--- src/verilog/st2_pkg.sv ---
// constants shared by the split auto-reload timer with capture
package st2_pkg;
  localparam int unsigned ST2_AW = 4;
  localparam int unsigned ST2_DW = 8;
  typedef logic [ST2_AW-1:0] st2_addr_t;
  typedef logic [ST2_DW-1:0] st2_byte_t;
  // register offsets
  localparam st2_addr_t ADDR_TIMER_CTL = 4'h0;
  localparam st2_addr_t ADDR_CLOCK_CTL = 4'h1;
  localparam st2_addr_t ADDR_RELOAD_LOW = 4'h2;
  localparam st2_addr_t ADDR_RELOAD_HIGH = 4'h3;
  localparam st2_addr_t ADDR_COUNT_LOW = 4'h4;
  localparam st2_addr_t ADDR_COUNT_HIGH = 4'h5;
  localparam st2_addr_t ADDR_IRQ_ENABLE = 4'h6;
  // timer_control_register fields
  localparam int unsigned BIT_HIGH_FLAG = 7;
  localparam int unsigned BIT_LOW_FLAG = 6;
  localparam int unsigned BIT_LOW_IRQ_EN = 5;
  localparam int unsigned BIT_CAPTURE_EN = 4;
  localparam int unsigned BIT_SPLIT = 3;
  localparam int unsigned BIT_RUN = 2;
  localparam int unsigned BIT_EXT_SEL = 0;
  // clock_control_register fields
  localparam int unsigned BIT_LOW_SYSCLK = 4;
  localparam int unsigned BIT_HIGH_SYSCLK = 5;
  // interrupt_enable_register field
  localparam int unsigned BIT_TIMER_IRQ_EN = 5;
  // reset values and the all-ones byte
  localparam st2_byte_t RST_BYTE = 8'h00;
  localparam logic RST_BIT = 1'b0;
  localparam st2_byte_t BYTE_MAX = 8'hff;
  // prescale counts
  localparam int unsigned SYS_DIV = 12;
  localparam int unsigned EXT_DIV = 8;
  localparam logic [3:0] SYS_DIV_LAST = 4'(SYS_DIV - 1);
  localparam logic [2:0] EXT_DIV_RISE = 3'(EXT_DIV / 2 - 1);
  localparam logic [2:0] EXT_DIV_FALL = 3'(EXT_DIV - 1);
endpackage

--- src/verilog/st2_tick_if.sv ---
// tick strobes from the prescaler to the timer core
`timescale 1ns/1ps
`default_nettype none
interface st2_tick_if;
  logic div12_tick;
  logic ext8_tick;
  logic ext8_fall;
  modport src (output div12_tick, output ext8_tick, output ext8_fall);
  modport dst (input div12_tick, input ext8_tick, input ext8_fall);
endinterface // st2_tick_if
`default_nettype wire

--- src/verilog/st2_prescale.sv ---
// sysclk/12 tick and synchronised external oscillator /8 ticks
`timescale 1ns/1ps
`default_nettype none
module st2_prescale (
  // clock and control
  input wire logic mclk,
  input wire logic srst,
  input wire logic ce,
  // external oscillator
  input wire logic ext_osc,
  // ticks
  st2_tick_if.src tk
);
  import st2_pkg::*;

  logic [3:0] div12_reg, div12_next;
  logic [2:0] div8_reg, div8_next;
  logic sync1_reg, sync2_reg, sync3_reg;
  logic t12_reg, t12_next, t8_reg, t8_next, f8_reg, f8_next;
  logic ext_rise;

  always_comb begin
    ext_rise = sync2_reg & ~sync3_reg;
    div12_next = (div12_reg == SYS_DIV_LAST) ? 4'h0 : div12_reg + 4'h1;
    t12_next = (div12_reg == SYS_DIV_LAST);
    div8_next = ext_rise ? div8_reg + 3'h1 : div8_reg;
    // divided clock is high for counts 4..7, so it falls on the 7 to 0 step
    t8_next = ext_rise && (div8_reg == EXT_DIV_RISE);
    f8_next = ext_rise && (div8_reg == EXT_DIV_FALL);
  end

  always_ff @(posedge mclk) begin
    if (srst) begin
      div12_reg <= 4'h0;
      div8_reg <= 3'h0;
      sync1_reg <= RST_BIT;
      sync2_reg <= RST_BIT;
      sync3_reg <= RST_BIT;
      t12_reg <= RST_BIT;
      t8_reg <= RST_BIT;
      f8_reg <= RST_BIT;
    end else if (ce) begin
      div12_reg <= div12_next;
      div8_reg <= div8_next;
      sync1_reg <= ext_osc;
      sync2_reg <= sync1_reg;
      sync3_reg <= sync2_reg;
      t12_reg <= t12_next;
      t8_reg <= t8_next;
      f8_reg <= f8_next;
    end
  end

  assign tk.div12_tick = t12_reg;
  assign tk.ext8_tick = t8_reg;
  assign tk.ext8_fall = f8_reg;
endmodule // st2_prescale
`default_nettype wire

--- src/verilog/st2_timer.sv ---
// split auto-reload timer with external oscillator capture
// Behaviour
// - count is 16 bits: low and high byte registers, software read and write
// - split bit 3 of control: 0 one 16-bit reload timer, 1 two 8-bit
// - tick from sysclk, sysclk/12 or synchronised external oscillator /8
// - 16-bit wrap from ffff loads the reload pair and sets high flag
// - timer irq enable requests interrupt on each 16-bit overflow
// - 16-bit mode with low irq enable: low byte wrap also interrupts
// - split mode: each half reloads from its own reload byte
// - split mode: run gates high half only; low half always counts
// - per-half sysclk select; else external select picks /12 or ext/8
// - split mode: each half's wrap sets its own overflow flag
// - split: high wrap interrupts; with low irq enable either half does
// - hardware never clears flags; software clears and reads both
// - capture mode detects each falling edge of external clock /8
// - capture copies full count to reload pair and sets high flag
// - capture mode counts sysclk or sysclk/12 by low-half select
// - capture enable bit turns capture on; sysclk select counts every clock
//
// Chosen here: strobed register access and the register addresses.
`timescale 1ns/1ps
`default_nettype none
module st2_timer (
  // clock, reset, enable
  input wire logic mclk,
  input wire logic srst,
  input wire logic ce,
  // external oscillator
  input wire logic ext_osc,
  // register port
  input wire st2_pkg::st2_addr_t addr,
  input wire st2_pkg::st2_byte_t wdata,
  input wire logic wr,
  input wire logic rd,
  output logic [7:0] rdata,
  // interrupt request
  output logic irq
);
  import st2_pkg::*;

  st2_tick_if tk ();

  st2_prescale u_pre (
    .mclk(mclk),
    .srst(srst),
    .ce(ce),
    .ext_osc(ext_osc),
    .tk(tk)
  );

  logic high_overflow_flag_reg, high_overflow_flag_next;
  logic low_overflow_flag_reg, low_overflow_flag_next;
  logic low_flag_irq_enable_reg, low_flag_irq_enable_next;
  logic capture_enable_reg, capture_enable_next;
  logic split_mode_select_reg, split_mode_select_next;
  logic run_control_reg, run_control_next;
  logic external_clock_select_reg, external_clock_select_next;
  logic low_half_sysclk_select_reg, low_half_sysclk_select_next;
  logic high_half_sysclk_select_reg, high_half_sysclk_select_next;
  logic timer_irq_enable_reg, timer_irq_enable_next;
  st2_byte_t reload_low_byte_reg, reload_low_byte_next;
  st2_byte_t reload_high_byte_reg, reload_high_byte_next;
  st2_byte_t count_low_byte_reg, count_low_byte_next;
  st2_byte_t count_high_byte_reg, count_high_byte_next;
  st2_byte_t rdata_reg, rdata_next;
  logic irq_reg, irq_next;
  logic tick_low, tick_high, count_wr, set_high, set_low;
  logic [15:0] count16;

  function automatic logic sel_tick(input logic sys_sel, input logic ext_sel,
                                    input logic t12, input logic t8);
    sel_tick = sys_sel ? 1'b1 : (ext_sel ? t8 : t12);
  endfunction

  always_comb begin
    high_overflow_flag_next = high_overflow_flag_reg;
    low_overflow_flag_next = low_overflow_flag_reg;
    low_flag_irq_enable_next = low_flag_irq_enable_reg;
    capture_enable_next = capture_enable_reg;
    split_mode_select_next = split_mode_select_reg;
    run_control_next = run_control_reg;
    external_clock_select_next = external_clock_select_reg;
    low_half_sysclk_select_next = low_half_sysclk_select_reg;
    high_half_sysclk_select_next = high_half_sysclk_select_reg;
    timer_irq_enable_next = timer_irq_enable_reg;
    reload_low_byte_next = reload_low_byte_reg;
    reload_high_byte_next = reload_high_byte_reg;
    count_low_byte_next = count_low_byte_reg;
    count_high_byte_next = count_high_byte_reg;
    set_high = 1'b0;
    set_low = 1'b0;
    count16 = {count_high_byte_reg, count_low_byte_reg};
    // capture measures the oscillator, so it cannot also clock the low half or the 16-bit count
    tick_low = sel_tick(low_half_sysclk_select_reg,
                        external_clock_select_reg & ~capture_enable_reg,
                        tk.div12_tick, tk.ext8_tick);
    tick_high = sel_tick(high_half_sysclk_select_reg, external_clock_select_reg,
                         tk.div12_tick, tk.ext8_tick);
    // a software write to either count byte takes that cycle over
    count_wr = wr && (addr == ADDR_COUNT_LOW || addr == ADDR_COUNT_HIGH);
    if (!split_mode_select_reg) begin
      if (run_control_reg && tick_low && !count_wr) begin
        if (count16 == {BYTE_MAX, BYTE_MAX}) begin
          {count_high_byte_next, count_low_byte_next} =
            {reload_high_byte_reg, reload_low_byte_reg};
          set_high = 1'b1;
        end else begin
          {count_high_byte_next, count_low_byte_next} = count16 + 16'h0001;
        end
        if (count_low_byte_reg == BYTE_MAX) begin
          set_low = 1'b1;
        end
      end
    end else begin
      if (tick_low && !count_wr) begin
        if (count_low_byte_reg == BYTE_MAX) begin
          count_low_byte_next = reload_low_byte_reg;
          set_low = 1'b1;
        end else begin
          count_low_byte_next = count_low_byte_reg + 8'h01;
        end
      end
      if (run_control_reg && tick_high && !count_wr) begin
        if (count_high_byte_reg == BYTE_MAX) begin
          count_high_byte_next = reload_high_byte_reg;
          set_high = 1'b1;
        end else begin
          count_high_byte_next = count_high_byte_reg + 8'h01;
        end
      end
    end
    if (wr) begin
      unique case (addr)
        ADDR_TIMER_CTL: begin
          high_overflow_flag_next = wdata[BIT_HIGH_FLAG];
          low_overflow_flag_next = wdata[BIT_LOW_FLAG];
          low_flag_irq_enable_next = wdata[BIT_LOW_IRQ_EN];
          capture_enable_next = wdata[BIT_CAPTURE_EN];
          split_mode_select_next = wdata[BIT_SPLIT];
          run_control_next = wdata[BIT_RUN];
          external_clock_select_next = wdata[BIT_EXT_SEL];
        end
        ADDR_CLOCK_CTL: begin
          low_half_sysclk_select_next = wdata[BIT_LOW_SYSCLK];
          high_half_sysclk_select_next = wdata[BIT_HIGH_SYSCLK];
        end
        ADDR_RELOAD_LOW: reload_low_byte_next = wdata;
        ADDR_RELOAD_HIGH: reload_high_byte_next = wdata;
        ADDR_COUNT_LOW: count_low_byte_next = wdata;
        ADDR_COUNT_HIGH: count_high_byte_next = wdata;
        ADDR_IRQ_ENABLE: timer_irq_enable_next = wdata[BIT_TIMER_IRQ_EN];
        default: ;
      endcase
    end
    // capture wins over a reload write in the same cycle
    if (capture_enable_reg && tk.ext8_fall) begin
      {reload_high_byte_next, reload_low_byte_next} = count16;
      set_high = 1'b1;
    end
    // a hardware set wins over a software clear
    high_overflow_flag_next = high_overflow_flag_next | set_high;
    low_overflow_flag_next = low_overflow_flag_next | set_low;
    rdata_next = RST_BYTE;
    if (rd) begin
      unique case (addr)
        ADDR_TIMER_CTL: rdata_next = {high_overflow_flag_reg, low_overflow_flag_reg,
                                      low_flag_irq_enable_reg, capture_enable_reg,
                                      split_mode_select_reg, run_control_reg, 1'b0,
                                      external_clock_select_reg};
        ADDR_CLOCK_CTL: rdata_next = {2'h0, high_half_sysclk_select_reg,
                                      low_half_sysclk_select_reg, 4'h0};
        ADDR_RELOAD_LOW: rdata_next = reload_low_byte_reg;
        ADDR_RELOAD_HIGH: rdata_next = reload_high_byte_reg;
        ADDR_COUNT_LOW: rdata_next = count_low_byte_reg;
        ADDR_COUNT_HIGH: rdata_next = count_high_byte_reg;
        ADDR_IRQ_ENABLE: rdata_next = {2'h0, timer_irq_enable_reg, 5'h0};
        default: rdata_next = RST_BYTE;
      endcase
    end
    // level request: stays up until software clears the flag
    irq_next = timer_irq_enable_reg & (high_overflow_flag_reg |
               (low_flag_irq_enable_reg & low_overflow_flag_reg));
  end

  always_ff @(posedge mclk) begin
    if (srst) begin
      high_overflow_flag_reg <= RST_BIT;
      low_overflow_flag_reg <= RST_BIT;
      low_flag_irq_enable_reg <= RST_BIT;
      capture_enable_reg <= RST_BIT;
      split_mode_select_reg <= RST_BIT;
      run_control_reg <= RST_BIT;
      external_clock_select_reg <= RST_BIT;
      low_half_sysclk_select_reg <= RST_BIT;
      high_half_sysclk_select_reg <= RST_BIT;
      timer_irq_enable_reg <= RST_BIT;
      reload_low_byte_reg <= RST_BYTE;
      reload_high_byte_reg <= RST_BYTE;
      count_low_byte_reg <= RST_BYTE;
      count_high_byte_reg <= RST_BYTE;
      rdata_reg <= RST_BYTE;
      irq_reg <= RST_BIT;
    end else if (ce) begin
      high_overflow_flag_reg <= high_overflow_flag_next;
      low_overflow_flag_reg <= low_overflow_flag_next;
      low_flag_irq_enable_reg <= low_flag_irq_enable_next;
      capture_enable_reg <= capture_enable_next;
      split_mode_select_reg <= split_mode_select_next;
      run_control_reg <= run_control_next;
      external_clock_select_reg <= external_clock_select_next;
      low_half_sysclk_select_reg <= low_half_sysclk_select_next;
      high_half_sysclk_select_reg <= high_half_sysclk_select_next;
      timer_irq_enable_reg <= timer_irq_enable_next;
      reload_low_byte_reg <= reload_low_byte_next;
      reload_high_byte_reg <= reload_high_byte_next;
      count_low_byte_reg <= count_low_byte_next;
      count_high_byte_reg <= count_high_byte_next;
      rdata_reg <= rdata_next;
      irq_reg <= irq_next;
    end
  end

  assign rdata = rdata_reg;
  assign irq = irq_reg;

  // checks
  property p_wrap16;
    @(posedge mclk) disable iff (srst)
    (ce && !split_mode_select_reg && run_control_reg && tick_low && !count_wr &&
     count16 == 16'hffff && !(capture_enable_reg && tk.ext8_fall))
    |=> ({count_high_byte_reg, count_low_byte_reg} ==
         $past({reload_high_byte_reg, reload_low_byte_reg})) && high_overflow_flag_reg;
  endproperty
  a_wrap16: assert property (p_wrap16) else $error("16-bit wrap did not reload");

  property p_low_wrap16;
    @(posedge mclk) disable iff (srst)
    (ce && !split_mode_select_reg && run_control_reg && tick_low && !count_wr &&
     count_low_byte_reg == 8'hff) |=> low_overflow_flag_reg;
  endproperty
  a_low_wrap16: assert property (p_low_wrap16) else $error("low wrap flag lost");

  property p_split_low;
    @(posedge mclk) disable iff (srst)
    (ce && split_mode_select_reg && tick_low && !count_wr && count_low_byte_reg == 8'hff)
    |=> count_low_byte_reg == $past(reload_low_byte_reg) && low_overflow_flag_reg;
  endproperty
  a_split_low: assert property (p_split_low) else $error("low half reload wrong");

  property p_split_low_step;
    @(posedge mclk) disable iff (srst)
    (ce && split_mode_select_reg && tick_low && !count_wr && count_low_byte_reg != 8'hff)
    |=> count_low_byte_reg == 8'($past(count_low_byte_reg) + 8'h01);
  endproperty
  a_split_low_step: assert property (p_split_low_step) else $error("low half step");

  property p_high_hold;
    @(posedge mclk) disable iff (srst)
    (ce && split_mode_select_reg && !run_control_reg && !count_wr) |=> $stable(count_high_byte_reg);
  endproperty
  a_high_hold: assert property (p_high_hold) else $error("high half ran while stopped");

  property p_high_sys;
    @(posedge mclk) disable iff (srst)
    (ce && split_mode_select_reg && run_control_reg && high_half_sysclk_select_reg &&
     !count_wr && count_high_byte_reg == 8'hff)
    |=> count_high_byte_reg == $past(reload_high_byte_reg) && high_overflow_flag_reg;
  endproperty
  a_high_sys: assert property (p_high_sys) else $error("high half sysclk wrap");

  property p_capture;
    @(posedge mclk) disable iff (srst)
    (ce && capture_enable_reg && tk.ext8_fall)
    |=> {reload_high_byte_reg, reload_low_byte_reg} == $past(count16) && high_overflow_flag_reg;
  endproperty
  a_capture: assert property (p_capture) else $error("capture not taken");

  property p_set_wins;
    @(posedge mclk) disable iff (srst)
    (ce && wr && addr == ADDR_TIMER_CTL && set_high) |=> high_overflow_flag_reg;
  endproperty
  a_set_wins: assert property (p_set_wins) else $error("flag set lost to clear");

  property p_irq;
    @(posedge mclk) disable iff (srst)
    (ce && timer_irq_enable_reg && (high_overflow_flag_reg ||
     (low_flag_irq_enable_reg && low_overflow_flag_reg))) |=> irq_reg;
  endproperty
  a_irq: assert property (p_irq) else $error("interrupt not requested");

  property p_no_irq;
    @(posedge mclk) disable iff (srst)
    (ce && !high_overflow_flag_reg && !low_overflow_flag_reg) |=> !irq_reg;
  endproperty
  a_no_irq: assert property (p_no_irq) else $error("spurious interrupt");

  property p_rdata_idle;
    @(posedge mclk) disable iff (srst)
    (ce && !rd) |=> rdata_reg == 8'h00;
  endproperty
  a_rdata_idle: assert property (p_rdata_idle) else $error("read data stood too long");

  property p_hold16;
    @(posedge mclk) disable iff (srst)
    (ce && !split_mode_select_reg && !run_control_reg && !count_wr)
    |=> $stable({count_high_byte_reg, count_low_byte_reg});
  endproperty
  a_hold16: assert property (p_hold16) else $error("16-bit count ran while stopped");

  // only a control write may drop a flag
  property p_flag_kept;
    @(posedge mclk) disable iff (srst)
    (ce && !(wr && addr == ADDR_TIMER_CTL)) |=>
    (high_overflow_flag_reg || !$past(high_overflow_flag_reg)) &&
    (low_overflow_flag_reg || !$past(low_overflow_flag_reg));
  endproperty
  a_flag_kept: assert property (p_flag_kept) else $error("flag cleared by hardware");

  property p_freeze;
    @(posedge mclk) disable iff (srst)
    !ce |=> $stable({count_high_byte_reg, count_low_byte_reg}) && $stable(rdata_reg) &&
    $stable(irq_reg);
  endproperty
  a_freeze: assert property (p_freeze) else $error("state moved with enable low");
endmodule // st2_timer
`default_nettype wire
--- config.mk ---
export PLATFORM = sky130hd
export DESIGN_NAME = st2_timer
export DESIGN_NICKNAME = d
export VERILOG_FILES = /design/src/verilog/st2_pkg.sv /design/src/verilog/st2_tick_if.sv /design/src/verilog/st2_prescale.sv /design/src/verilog/st2_timer.sv
export SDC_FILE = /design/constraint.sdc
export NUM_CORES = 1
export LEC_CHECK = 0
export ABC_AREA = 1
export BUFFER_PORTS_ARGS = -buffer_cell sky130_fd_sc_hd__buf_2
export CORE_MARGIN = 3
export CORE_UTILIZATION = 57
export CTS_BUF_LIST = sky130_fd_sc_hd__clkbuf_8
export DETAILED_ROUTE_END_ITERATION = 10
export PLACE_DENSITY_LB_ADDON = 0.3
export SYNTH_ARGS = -nofsm -noshare
export SYNTH_HDL_FRONTEND = slang
export SYNTH_SLANG_ARGS = --single-unit
--- constraint.sdc ---
create_clock -name mclk -period 1.7 [get_ports mclk]
set_input_delay 0.34 -clock mclk [delete_from_list [all_inputs] [get_ports mclk]]
set_output_delay 0.34 -clock mclk [all_outputs]
set_load 0.02 [all_outputs]
==> results.py, run 1 <==
metrics = {
    "floorplan": {
        "num_io_pins": 27,
        "dieArea_um2": 8548,
        "initial_utilization_pct": 60.70,
        "die_height_um": 92.46,
        "die_x_um": 92.46,
        "rows": 30,
        "coreArea_um2": 7019,
    },
    "global_route": {
        "grt_pass1_wl_mm": 24.98,
        "gr-usage-met1_pct": 48.12,
        "use_met3_pct": 7.961,
        "grt_pass1_vias": 4924,
        "grt.total_usage_pct": 37.97,
        "grt-ovfl-total": 0,
        "grt-busiest-layer": "met2",
        "grt.met2_usage_pct": 59.34,
        "grt_max_degree": 34,
        "grt_antenna_before_repair": 0,
    },
    "clock_tree": {
        "cts_sinks": 64,
        "clk-insertion-delay-late_ps": 360,
        "cts_hold_buf": 0,
        "cts_made_buffers": 9,
        "clkSlewWorstSetupHoldPaths_ps": 80,
        "h-tree-depth": 3,
        "cts_buffer_depth": 2,
        "cts_tree": "built",
        "clockRootBuffer": "clkbuf_8",
    },
    "critical_path": {
        "r2r-end": "count_low_byte_reg[7]$_SDFFE_PP0P_",
        "cp_slowest_cell": "dfxtp_2",
        "worst_setup_path_start_kind": "flop",
        "reg2reg_depth": 11,
        "crit_path_end_kind": "flop",
        "path_class": "flop to flop",
        "r2r-start": "count_low_byte_reg[1]$_SDFFE_PP0P_",
        "crit_chain": "buf_4 -> nand2_1 -> nor2_1 -> nand2_2 -> xor2_2 -> nand2_1 -> nand3_1 -> nand2_1 -> nand2_1 -> nand2_1 -> a21oi_1",
        "arrival_ps": 1930,
        "required_ps": 1940,
        "rrSetupSlack_ps": 10,
        "crit_top_cell": "nand2_1",
        "worstPathMaxFanout": 6,
        "crit_path_max_incr_delay_ps": 360,
    },
    "cells_and_area": {
        "n_antenna_cell": 0,
        "final_common_cell": "nand2_1",
        "areaGrowthSynthToFinish_pct": 25.93,
        "layout_common_cells": "nand2_1 (190), a21oi_1 (84), inv_1 (69)",
        "nets": 797,
        "drive_gt1_share_pct": 21.59,
    },
    "power_and_ir_drop": {
        "cellLeakagePower_nw": 2.334,
        "swShare_pct": 26.43,
        "ir_drop_mv": 0.6249,
        "power.total_mw": 3.610,
        "combinationalPowerShare_pct": 9.5,
        "powerDensity_nw_per_um2": 672.8,
        "p_int_mw": 2.656,
        "clkPwrFrac_pct": 47.8,
        "power_frac_seq_pct": 42.8,
        "switchingPower_mw": 0.9540,
    },
    "timing": {
        "setup_viol": 0,
        "rsz0062_at_grt": "true",
        "fin_crit_ps": 1686,
        "relSlewSlack_pct": 66.59,
        "fmax_ghz": 0.5931,
        "slew_violations": 0,
        "holdWs_ps": 205.6,
        "period_share_pct": 99.18,
        "timing.final.hold_violations": 0,
        "worstMarginPinSlew_ps": 499.4,
        "fin_skew_ps": 9.935,
    },
    "synth": {
        "ys_ff_latch": 64,
        "syn_nets": 723,
        "yosysTopAreaCell": "dfxtp_1",
        "synth_cells": 699,
        "avgSynthCellArea_um2": 6.095,
        "yosys-top-cells-area": "dfxtp_1 (30%), nand2_1 (17%), a21oi_1 (10%), o21ai_0 (7.6%), nand3_1 (6.6%)",
        "netlist-cell-type-count": 35,
        "syn_area_um2": 4260,
        "synth_top_area_share_pct": 30.07,
        "synth_seq_area_share_pct": 30.07,
        "ys_warn_count": 0,
    },
    "detailed_routing": {
        "dr.pass1.iters": 6,
        "drtAntennaViolNets": 0,
        "drt-initial-drc-count": 798,
        "drt-total-wl_mm": 16.71,
        "vias": 5390,
        "wire_per_inst_um": 19.11,
        "drc": 0,
        "viasPerCell": 6.167,
    },
    "place": {
        "gp_congestion": 1.079,
        "hpwl_mm": 11.95,
        "io_buffer_count": 26,
    },
    "hold_path": {
        "hp-start": "ext_osc",
        "min_path_cells": 3,
        "hold_class": "primary input to flop",
        "hold_path_end": "u_pre.sync1_reg$_SDFFE_PP0P_",
    },
    "run_status": {
        "status": "completed",
    },
    "job": {
        "maxCapViolations": 0,
    },
}
==> metal layers <==
metal	up-vias	routed length [µm]
met5	-	0
met2	394	7437
met1	2437	6316
li1	2461	-
met4	0	1043
met3	98	1908
==> critical path, delay by kind of cell, from the launching register on <==
kind                   cells  cell delay [ps]
XOR/XNOR                   1              200
AO/OA/AOI/OAI              1               60
AND/OR/NAND/NOR            8              770
buffers and inverters      1              180
flip-flops                 1              360
==> cell type report <==
cell class / instances / area [µm²]
tap: 96 / 120.1
sequential: 64 / 1295
clock inverter: 6 / 116.4
fill: 580 / 1654
multi-input combinational: 527 / 2716
inverter: 79 / 309.0
clock buffer: 10 / 137.6
timing repair buffer: 92 / 670.6
==> worst max path at each step <==
stage / start / to / slack, ps / cells after the start
final: count_low_byte_reg[1]$_SDFFE_PP0P_ / count_low_byte_reg[7]$_SDFFE_PP0P_ / 10 / 11
after global routing: count_low_byte_reg[1]$_SDFFE_PP0P_ / count_low_byte_reg[5]$_SDFFE_PP0P_ / -60 / 12
after CTS: count_low_byte_reg[0]$_SDFFE_PP0P_ / count_low_byte_reg[1]$_SDFFE_PP0P_ / 2 / 14
after detailed placement: addr[1] / count_low_byte_reg[0]$_SDFFE_PP0P_ / -80 / 12
after global placement: addr[1] / count_low_byte_reg[1]$_SDFFE_PP0P_ / -50 / 12
after floorplan: count_low_byte_reg[1]$_SDFFE_PP0P_ / count_low_byte_reg[5]$_SDFFE_PP0P_ / 50 / 13
==> synthesized netlist by cell type (all sizes together) <==
| cell type | number |
|---|---|
| o21ai | 68 |
| nor2 | 55 |
| o211ai | 4 |
| nand3 | 57 |
| dfxtp | 64 |
| nand2 | 203 |
| o31ai | 8 |
| a21oi | 87 |
| xor2 | 6 |
| o22ai | 9 |
| a31oi | 6 |
| buf | 9 |
| o221ai | 4 |
| ha | 6 |
| a211oi | 1 |
| inv | 77 |
| clkinv | 2 |
| clkbuf | 20 |
| xnor2 | 2 |
| o2111ai | 1 |
| nor3 | 5 |
| nand4 | 5 |
==> cell families after synthesis <==
group | count (synthesis) | share of synthesized area (%)
compound gates | 188 | 23.94
xor+xnor | 8 | 1.645
fa+ha+maj | 6 | 1.762
buf+inv | 108 | 10.10
flops | 64 | 30.07
simple gates | 325 | 32.48
==> power by group through the flow <==
stage | clock network (mW) | registers (mW) | logic, mW
3_5_place_dp | 0 | 1.58 | 0.319
5_1_grt | 1.79 | 1.55 | 0.366
6_report | 1.72 | 1.54 | 0.342
4_1_cts | 1.72 | 1.54 | 0.321
2_1_floorplan | 0 | 1.58 | 0.176
3_3_place_gp | 0 | 1.58 | 0.312
==> per-stage QoR <==
step	setup WS (ps)	utilization, %	setup TNS (ps)	instance area [µm²]	instances
6_report	14.01	76.43	0	5365	874
2_1_floorplan	51.25	-	0	4260	699
3_3_place_gp	-47.48	69.09	-129.9	4850	851
3_5_place_dp	-77.62	69.09	-321.7	4850	851
5_1_grt	-56.41	76.43	-270.0	5365	874
4_1_cts	2.198	73.60	0	5166	871
==> timing repair <==
| action | 4_1_cts | 5_1_grt |
|---|---|---|
| endpoints found under the setup margin | 11 | 17 |
| buffers inserted | 4 | 3 |
| pin swaps | 1 | 15 |
| gates cloned | 0 | 0 |
| gates resized for setup | 6 | 48 |
| hold endpoints to repair | 0 | 0 |
Power figures use the tool's default switching activity.
==> inputs of run 2 (changes only) <==
- CORE_UTILIZATION: 57 -> 59
- clock period: 1.7 -> 2.1 ns (I/O delays scaled with it)
==> results.py, run 2 (same netlist as run 1, synthesis figures left out) <==
metrics = {
    "clock_tree": {
        "cts_buffer_depth": 2,
        "cts_tree": "built",
        "cts_sinks": 64,
        "cts_made_buffers": 9,
        "clk-insertion-delay-late_ps": 350,
        "ctsResizeCount": 0,
        "cts_hold_buf": 0,
        "clkSlewWorstSetupHoldPaths_ps": 80,
        "h-tree-depth": 3,
        "clockRootBuffer": "clkbuf_8",
        "postCtsSetupBuffers": 0,
    },
    "global_route": {
        "grt_pass1_vias": 4665,
        "grt.total_usage_pct": 36.20,
        "grt-ovfl-total": 0,
        "grt_pass1_wl_mm": 23.63,
        "grt_antenna_before_repair": 0,
        "grt_max_degree": 34,
    },
    "cells_and_area": {
        "seq_area_um2": 1281,
        "fillers": 658,
        "final_cell_area_um2": 4745,
        "final_util_pct": 68.70,
        "n_antenna_cell": 0,
        "areaGrowthSynthToFinish_pct": 11.37,
        "nets": 752,
        "layout_common_cells": "nand2_1 (197), a21oi_1 (87), inv_1 (69)",
        "drive_gt1_share_pct": 12.14,
        "final_common_cell": "nand2_1",
        "multiInputGateArea_um2": 2549,
    },
    "timing": {
        "slew_violations": 0,
        "tns_ps": 0,
        "rsz0062_at_grt": "false",
        "timing.final.hold_violations": 0,
        "fin_skew_ps": 9.671,
        "period_share_pct": 90.58,
        "relSlewSlack_pct": 59.09,
        "setup_viol": 0,
        "fmax_ghz": 0.5257,
        "fin_crit_ps": 1902,
        "worstMarginPinSlew_ps": 612.1,
    },
    "power_and_ir_drop": {
        "power_frac_seq_pct": 47.8,
        "swShare_pct": 27.89,
        "cellLeakagePower_nw": 2.025,
        "switchingPower_mw": 0.7311,
        "clkPwrFrac_pct": 43.0,
        "powerDensity_nw_per_um2": 552.6,
        "p_int_mw": 1.891,
        "ir_drop_mv": 0.4473,
        "combinationalPowerShare_pct": 9.2,
    },
    "detailed_routing": {
        "highest_layer": "met4",
        "wl_met2_mm": 6.638,
        "viasPerCell": 6.135,
        "dr_wl_met3_mm": 1.722,
        "drtAntennaViolNets": 0,
        "drt-met1-wl_mm": 5.836,
        "vias": 5086,
        "dr.pass1.iters": 6,
        "drc": 0,
        "drt-initial-drc-count": 680,
        "drt-total-wl_mm": 15.02,
        "wire_per_inst_um": 18.12,
    },
    "critical_path": {
        "arrival_ps": 2190,
        "worst_setup_path_start_kind": "flop",
        "crit_buf_inv": 1,
        "r2r-start": "count_high_byte_reg[4]$_SDFFE_PP0P_",
        "worstPathMaxFanout": 12,
        "path_class": "flop to flop",
        "crit_path_end_kind": "flop",
        "crit_chain": "nand2_4 -> nor2_8 -> nand2_4 -> clkinv_4 -> nand2_4 -> nor2_1 -> nor2_1 -> nand2_1 -> nand2_1 -> nand3_1 -> nand2_1 -> a21oi_1",
        "cp_slowest_cell": "dfxtp_1",
        "critPathTopFamily": "simple AND/OR/NAND/NOR gates",
        "crit_start": "count_high_byte_reg[4]$_SDFFE_PP0P_",
        "required_ps": 2380,
        "crit_path_max_incr_delay_ps": 620,
    },
    "floorplan": {
        "die_height_um": 90.98,
        "die_x_um": 90.98,
        "coreArea_um2": 6907,
        "rows": 30,
        "initial_utilization_pct": 61.68,
        "num_io_pins": 27,
        "dieArea_um2": 8276,
    },
    "place": {
        "hpwl_mm": 11.22,
        "gp_congestion": 1.005,
        "dpl_cell_area_um2": 4539,
        "io_buffer_count": 26,
    },
    "job": {
        "maxCapViolations": 0,
    },
    "run_status": {
        "status": "completed",
    },
    "hold_path": {
        "hold_class": "primary input to flop",
        "hp-start": "ext_osc",
    },
}
-- run 2: cell types whose count changed in the layout (fill, tap and decap cells not counted), moves of 3 or more --
cell,delta
nand2_2,-4
buf_12,-3
nand2_1,+7
nor2_1,+8
a21oi_1,+3
nor2_4,-5
nand3_1,+3
nor2_2,-3
buf_4,-40
dfxtp_2,-8
dfxtp_1,+9
a21oi_2,-3
-- run 2: worst min-delay path, delay by kind of cell --
family	cells	cell delay (ps)
AND/OR/NAND/NOR	2	110
buffers and inverters	1	70
-- run 2: worst paths after layout --
kind / end / depth (start not counted) / slack (ps)
max: count_low_byte_reg[4]$_SDFFE_PP0P_ / 12 / 200
min: u_pre.sync1_reg$_SDFFE_PP0P_ / 3 / 290
max reg2reg: count_low_byte_reg[4]$_SDFFE_PP0P_ / 12 / 200
min reg2reg: rdata[5]$_SDFFE_PP0P_ / 2 / 460
-- run 2: stage by stage --
step | hold slack (ps) | power [mW] | std cells | worst slack [ps]
final | 295.0 | 2.622 | 829 | 197.8
after global routing | 333.5 | 2.692 | 829 | 86.97
after CTS | 300.4 | 2.598 | 829 | 238.2
after detailed placement | 455.0 | 1.511 | 813 | 156.0
after global placement | 441.0 | 1.506 | 813 | 125.8
after floorplan | 428.9 | 1.418 | 699 | 451.2
-- run 2: cell type report --
class | count | share of cell area, %
flip-flops and latches | 64 | 27.00
repair buffers | 47 | 6.065
clock buffers | 10 | 2.901
multi-input cells | 527 | 53.72
well taps | 96 | 2.532
inverters | 79 | 6.355
clock inverters | 6 | 1.424
-- run 2: layer usage --
metal / up-vias / GRT usage, %
met5: - / 0
met2: 367 / 57.57
met3: 71 / 6.794
met1: 2269 / 46.49
li1: 2379 / -
met4: 0 / 19.10
-- run 2: power groups by stage --
stage	sequential (mW)	clock [mW]	combinational, mW
global route	1.25	1.18	0.263
global placement	1.28	0	0.228
CTS	1.25	1.11	0.233
detailed placement	1.28	0	0.232
finish	1.25	1.13	0.242
floorplan	1.28	0	0.142
==> inputs of run 3 (changes only) <==
--- a/config.mk
+++ b/config.mk
@@ -16,2 +16,3 @@
 export SYNTH_HDL_FRONTEND = slang
+export SYNTH_HIERARCHICAL = 1
 export SYNTH_SLANG_ARGS = --single-unit
--- a/constraint.sdc
+++ b/constraint.sdc
@@ -3,2 +3,2 @@
 set_output_delay 0.42 -clock mclk [all_outputs]
-set_load 0.02 [all_outputs]
+set_load 0.05 [all_outputs]
==> results.py, run 3 <==
metrics = {
    "critical_path": {
        "worstPathMaxFanout": 12,
        "worst_setup_path_start_kind": "flop",
        "crit_path_end_kind": "flop",
        "reg2reg_depth": 11,
        "arrival_ps": 2250,
        "path_class": "flop to flop",
        "required_ps": 2370,
    },
    "timing": {
        "rsz0062_at_grt": "false",
        "timing.final.hold_violations": 0,
        "worstMarginPinSlew_ps": 680.3,
        "period_share_pct": 94.08,
        "fin_skew_ps": 11.06,
        "relSlewSlack_pct": 54.54,
        "fin_ws_ps": 124.3,
        "fin_crit_ps": 1976,
        "fmax_ghz": 0.5061,
        "holdWs_ps": 310.3,
        "slew_violations": 0,
        "setup_viol": 0,
        "tns_ps": 0,
    },
    "synth": {
        "async_reset_ff_share_pct": 0,
        "syn_nets": 731,
        "syn_area_um2": 4325,
        "synth_most_common_cell": "nand2_1",
        "avgSynthCellArea_um2": 6.118,
        "ys_warn_count": 6,
        "yosys-top-cells-area": "dfxtp_1 (30%), nand2_1 (17%), a21oi_1 (11%), nand3_1 (6.9%), o21ai_0 (6.9%)",
        "synth_cells": 707,
        "synth_seq_area_share_pct": 29.62,
        "synth_top_area_share_pct": 29.62,
        "yosysTopAreaCell": "dfxtp_1",
        "ys_top_cells_by_count": "nand2_1 (199), a21oi_1 (91), inv_1 (68), dfxtp_1 (64)",
        "ys_ff_latch": 64,
        "synth_flop_cell": "dfxtp_1",
        "netlist-cell-type-count": 35,
        "synth_edf_count": 0,
    },
    "power_and_ir_drop": {
        "cellLeakagePower_nw": 2.046,
        "power.total_mw": 2.921,
        "powerDensity_nw_per_um2": 597.6,
        "ir_drop_mv": 0.6339,
    },
    "hold_path": {
        "hold_class": "primary input to flop",
        "min_path_cells": 3,
    },
    "place": {
        "gp_congestion": 1.007,
        "io_buffer_count": 26,
        "dp_cells": 827,
        "dpl_cell_area_um2": 4623,
        "hpwl_mm": 11.41,
        "post-place-ws_ps": 48.22,
    },
    "floorplan": {
        "rows": 30,
        "die_height_um": 91.62,
        "num_io_pins": 27,
        "coreArea_um2": 6944,
        "die_x_um": 91.62,
        "dieArea_um2": 8394,
        "initial_utilization_pct": 62.29,
    },
    "cells_and_area": {
        "nets": 766,
        "layout_common_cells": "nand2_1 (199), a21oi_1 (91), inv_1 (68)",
        "drive_gt1_share_pct": 13.12,
        "final_common_cell": "nand2_1",
        "final_util_pct": 70.38,
        "fillers": 628,
        "final_cell_area_um2": 4887,
        "areaGrowthSynthToFinish_pct": 12.99,
        "n_antenna_cell": 0,
        "final_cells": 843,
    },
    "clock_tree": {
        "postCtsSetupBuffers": 0,
        "ctsResizeCount": 0,
        "cts_buffer_depth": 2,
        "clockRootBuffer": "clkbuf_8",
        "h-tree-depth": 3,
        "cts_tree": "built",
        "clkSlewWorstSetupHoldPaths_ps": 80,
        "cts_hold_buf": 0,
        "cts_made_buffers": 9,
        "clk-insertion-delay-late_ps": 350,
        "cts_sinks": 64,
    },
    "run_status": {
        "status": "completed",
    },
    "job": {
        "maxCapViolations": 0,
    },
    "detailed_routing": {
        "dr.pass1.iters": 6,
        "wire_per_inst_um": 18.05,
        "drc": 0,
        "viasPerCell": 6.152,
        "drt-total-wl_mm": 15.22,
        "vias": 5186,
        "drtAntennaViolNets": 0,
        "drt-initial-drc-count": 589,
    },
    "global_route": {
        "grt_pass1_wl_mm": 24.38,
        "gr-usage-met1_pct": 45.56,
        "grt_pass1_vias": 4768,
        "grt-ovfl-total": 0,
        "grt.met2_usage_pct": 59.34,
        "grt_antenna_before_repair": 0,
        "grt_max_degree": 38,
        "grt.total_usage_pct": 36.85,
        "use_met3_pct": 8.532,
        "grt-busiest-layer": "met2",
    },
}
[run 3: changes by cell type in the layout (fill, tap and decap cells not counted), sizes merged, moves of 3 or more]
cell	delta
o31ai	-4
nand3	+3
nor3	-4
nand2	+6
a21oi	+5
o21ai	-3
buf	+4
nor2	+6
[run 3: layer usage]
layer / part of all wire (%) / vias up / routed length [µm]
li1: - / 2405 / -
met5: 0 / - / 0
met3: 11 / 86 / 1657
met2: 45 / 367 / 6918
met1: 38 / 2328 / 5826
met4: 5.4 / 0 / 817
[run 3: cells by family (layout without fill, tap and decap cells)]
kind of cell    after synthesis  count (layout)  synth area share [%]
compound gates              186             186                 23.23
simple gates                337             337                 33.58
xor+xnor                      8               8                 1.620
flops                        64              64                 29.62
fa+ha+maj                     6               6                 1.736
buf+inv                     106             146                 10.21
[run 3: final timing paths]
| path | startpoint | end | slack (ps) |
|---|---|---|---|
| setup / recovery | count_low_byte_reg[0]$_SDFFE_PP0P_ | count_low_byte_reg[3]$_SDFFE_PP0P_ | 120 |
| hold / removal | ext_osc | u_pre/sync1_reg$_SDFFE_PP0P_ | 310 |
| setup reg to reg | count_low_byte_reg[0]$_SDFFE_PP0P_ | count_low_byte_reg[3]$_SDFFE_PP0P_ | 120 |
| hold reg to reg | rdata[4]$_SDFFE_PP0P_ | rdata[4]$_SDFFE_PP0P_ | 470 |
[run 3: area by class of cell]
| cell class | instances | area, µm² | share of cell area, % |
|---|---|---|---|
| inverters | 79 | 301.5 | 6.170 |
| flip-flops and latches | 64 | 1281 | 26.22 |
| repair buffers | 51 | 317.8 | 6.503 |
| multi-input cells | 537 | 2603 | 53.25 |
| clock inverters | 4 | 98.84 | 2.023 |
| well taps | 96 | 120.1 | 2.458 |
| clock buffers | 12 | 165.2 | 3.379 |
[run 3: power by group]
part | switching [mW] | internal (mW) | leakage, nW
sequential | 0.0201 | 1.24 | 0.518
clock | 0.511 | 0.889 | 0.133
combinational | 0.185 | 0.0796 | 1.40
total | 0.716 | 2.20 | 2.05
[run 3: worst max-delay path, stage by stage, from the launching register on]
cell	delay, ps
dfxtp_1	400
ha_1	250
nand2_1	70
nor2_1	120
nand2_2	170
nor2_4	350
nand2_1	100
nand3_1	100
nand2_1	60
nand2_1	60
o21ai_1	70
a21oi_1	160
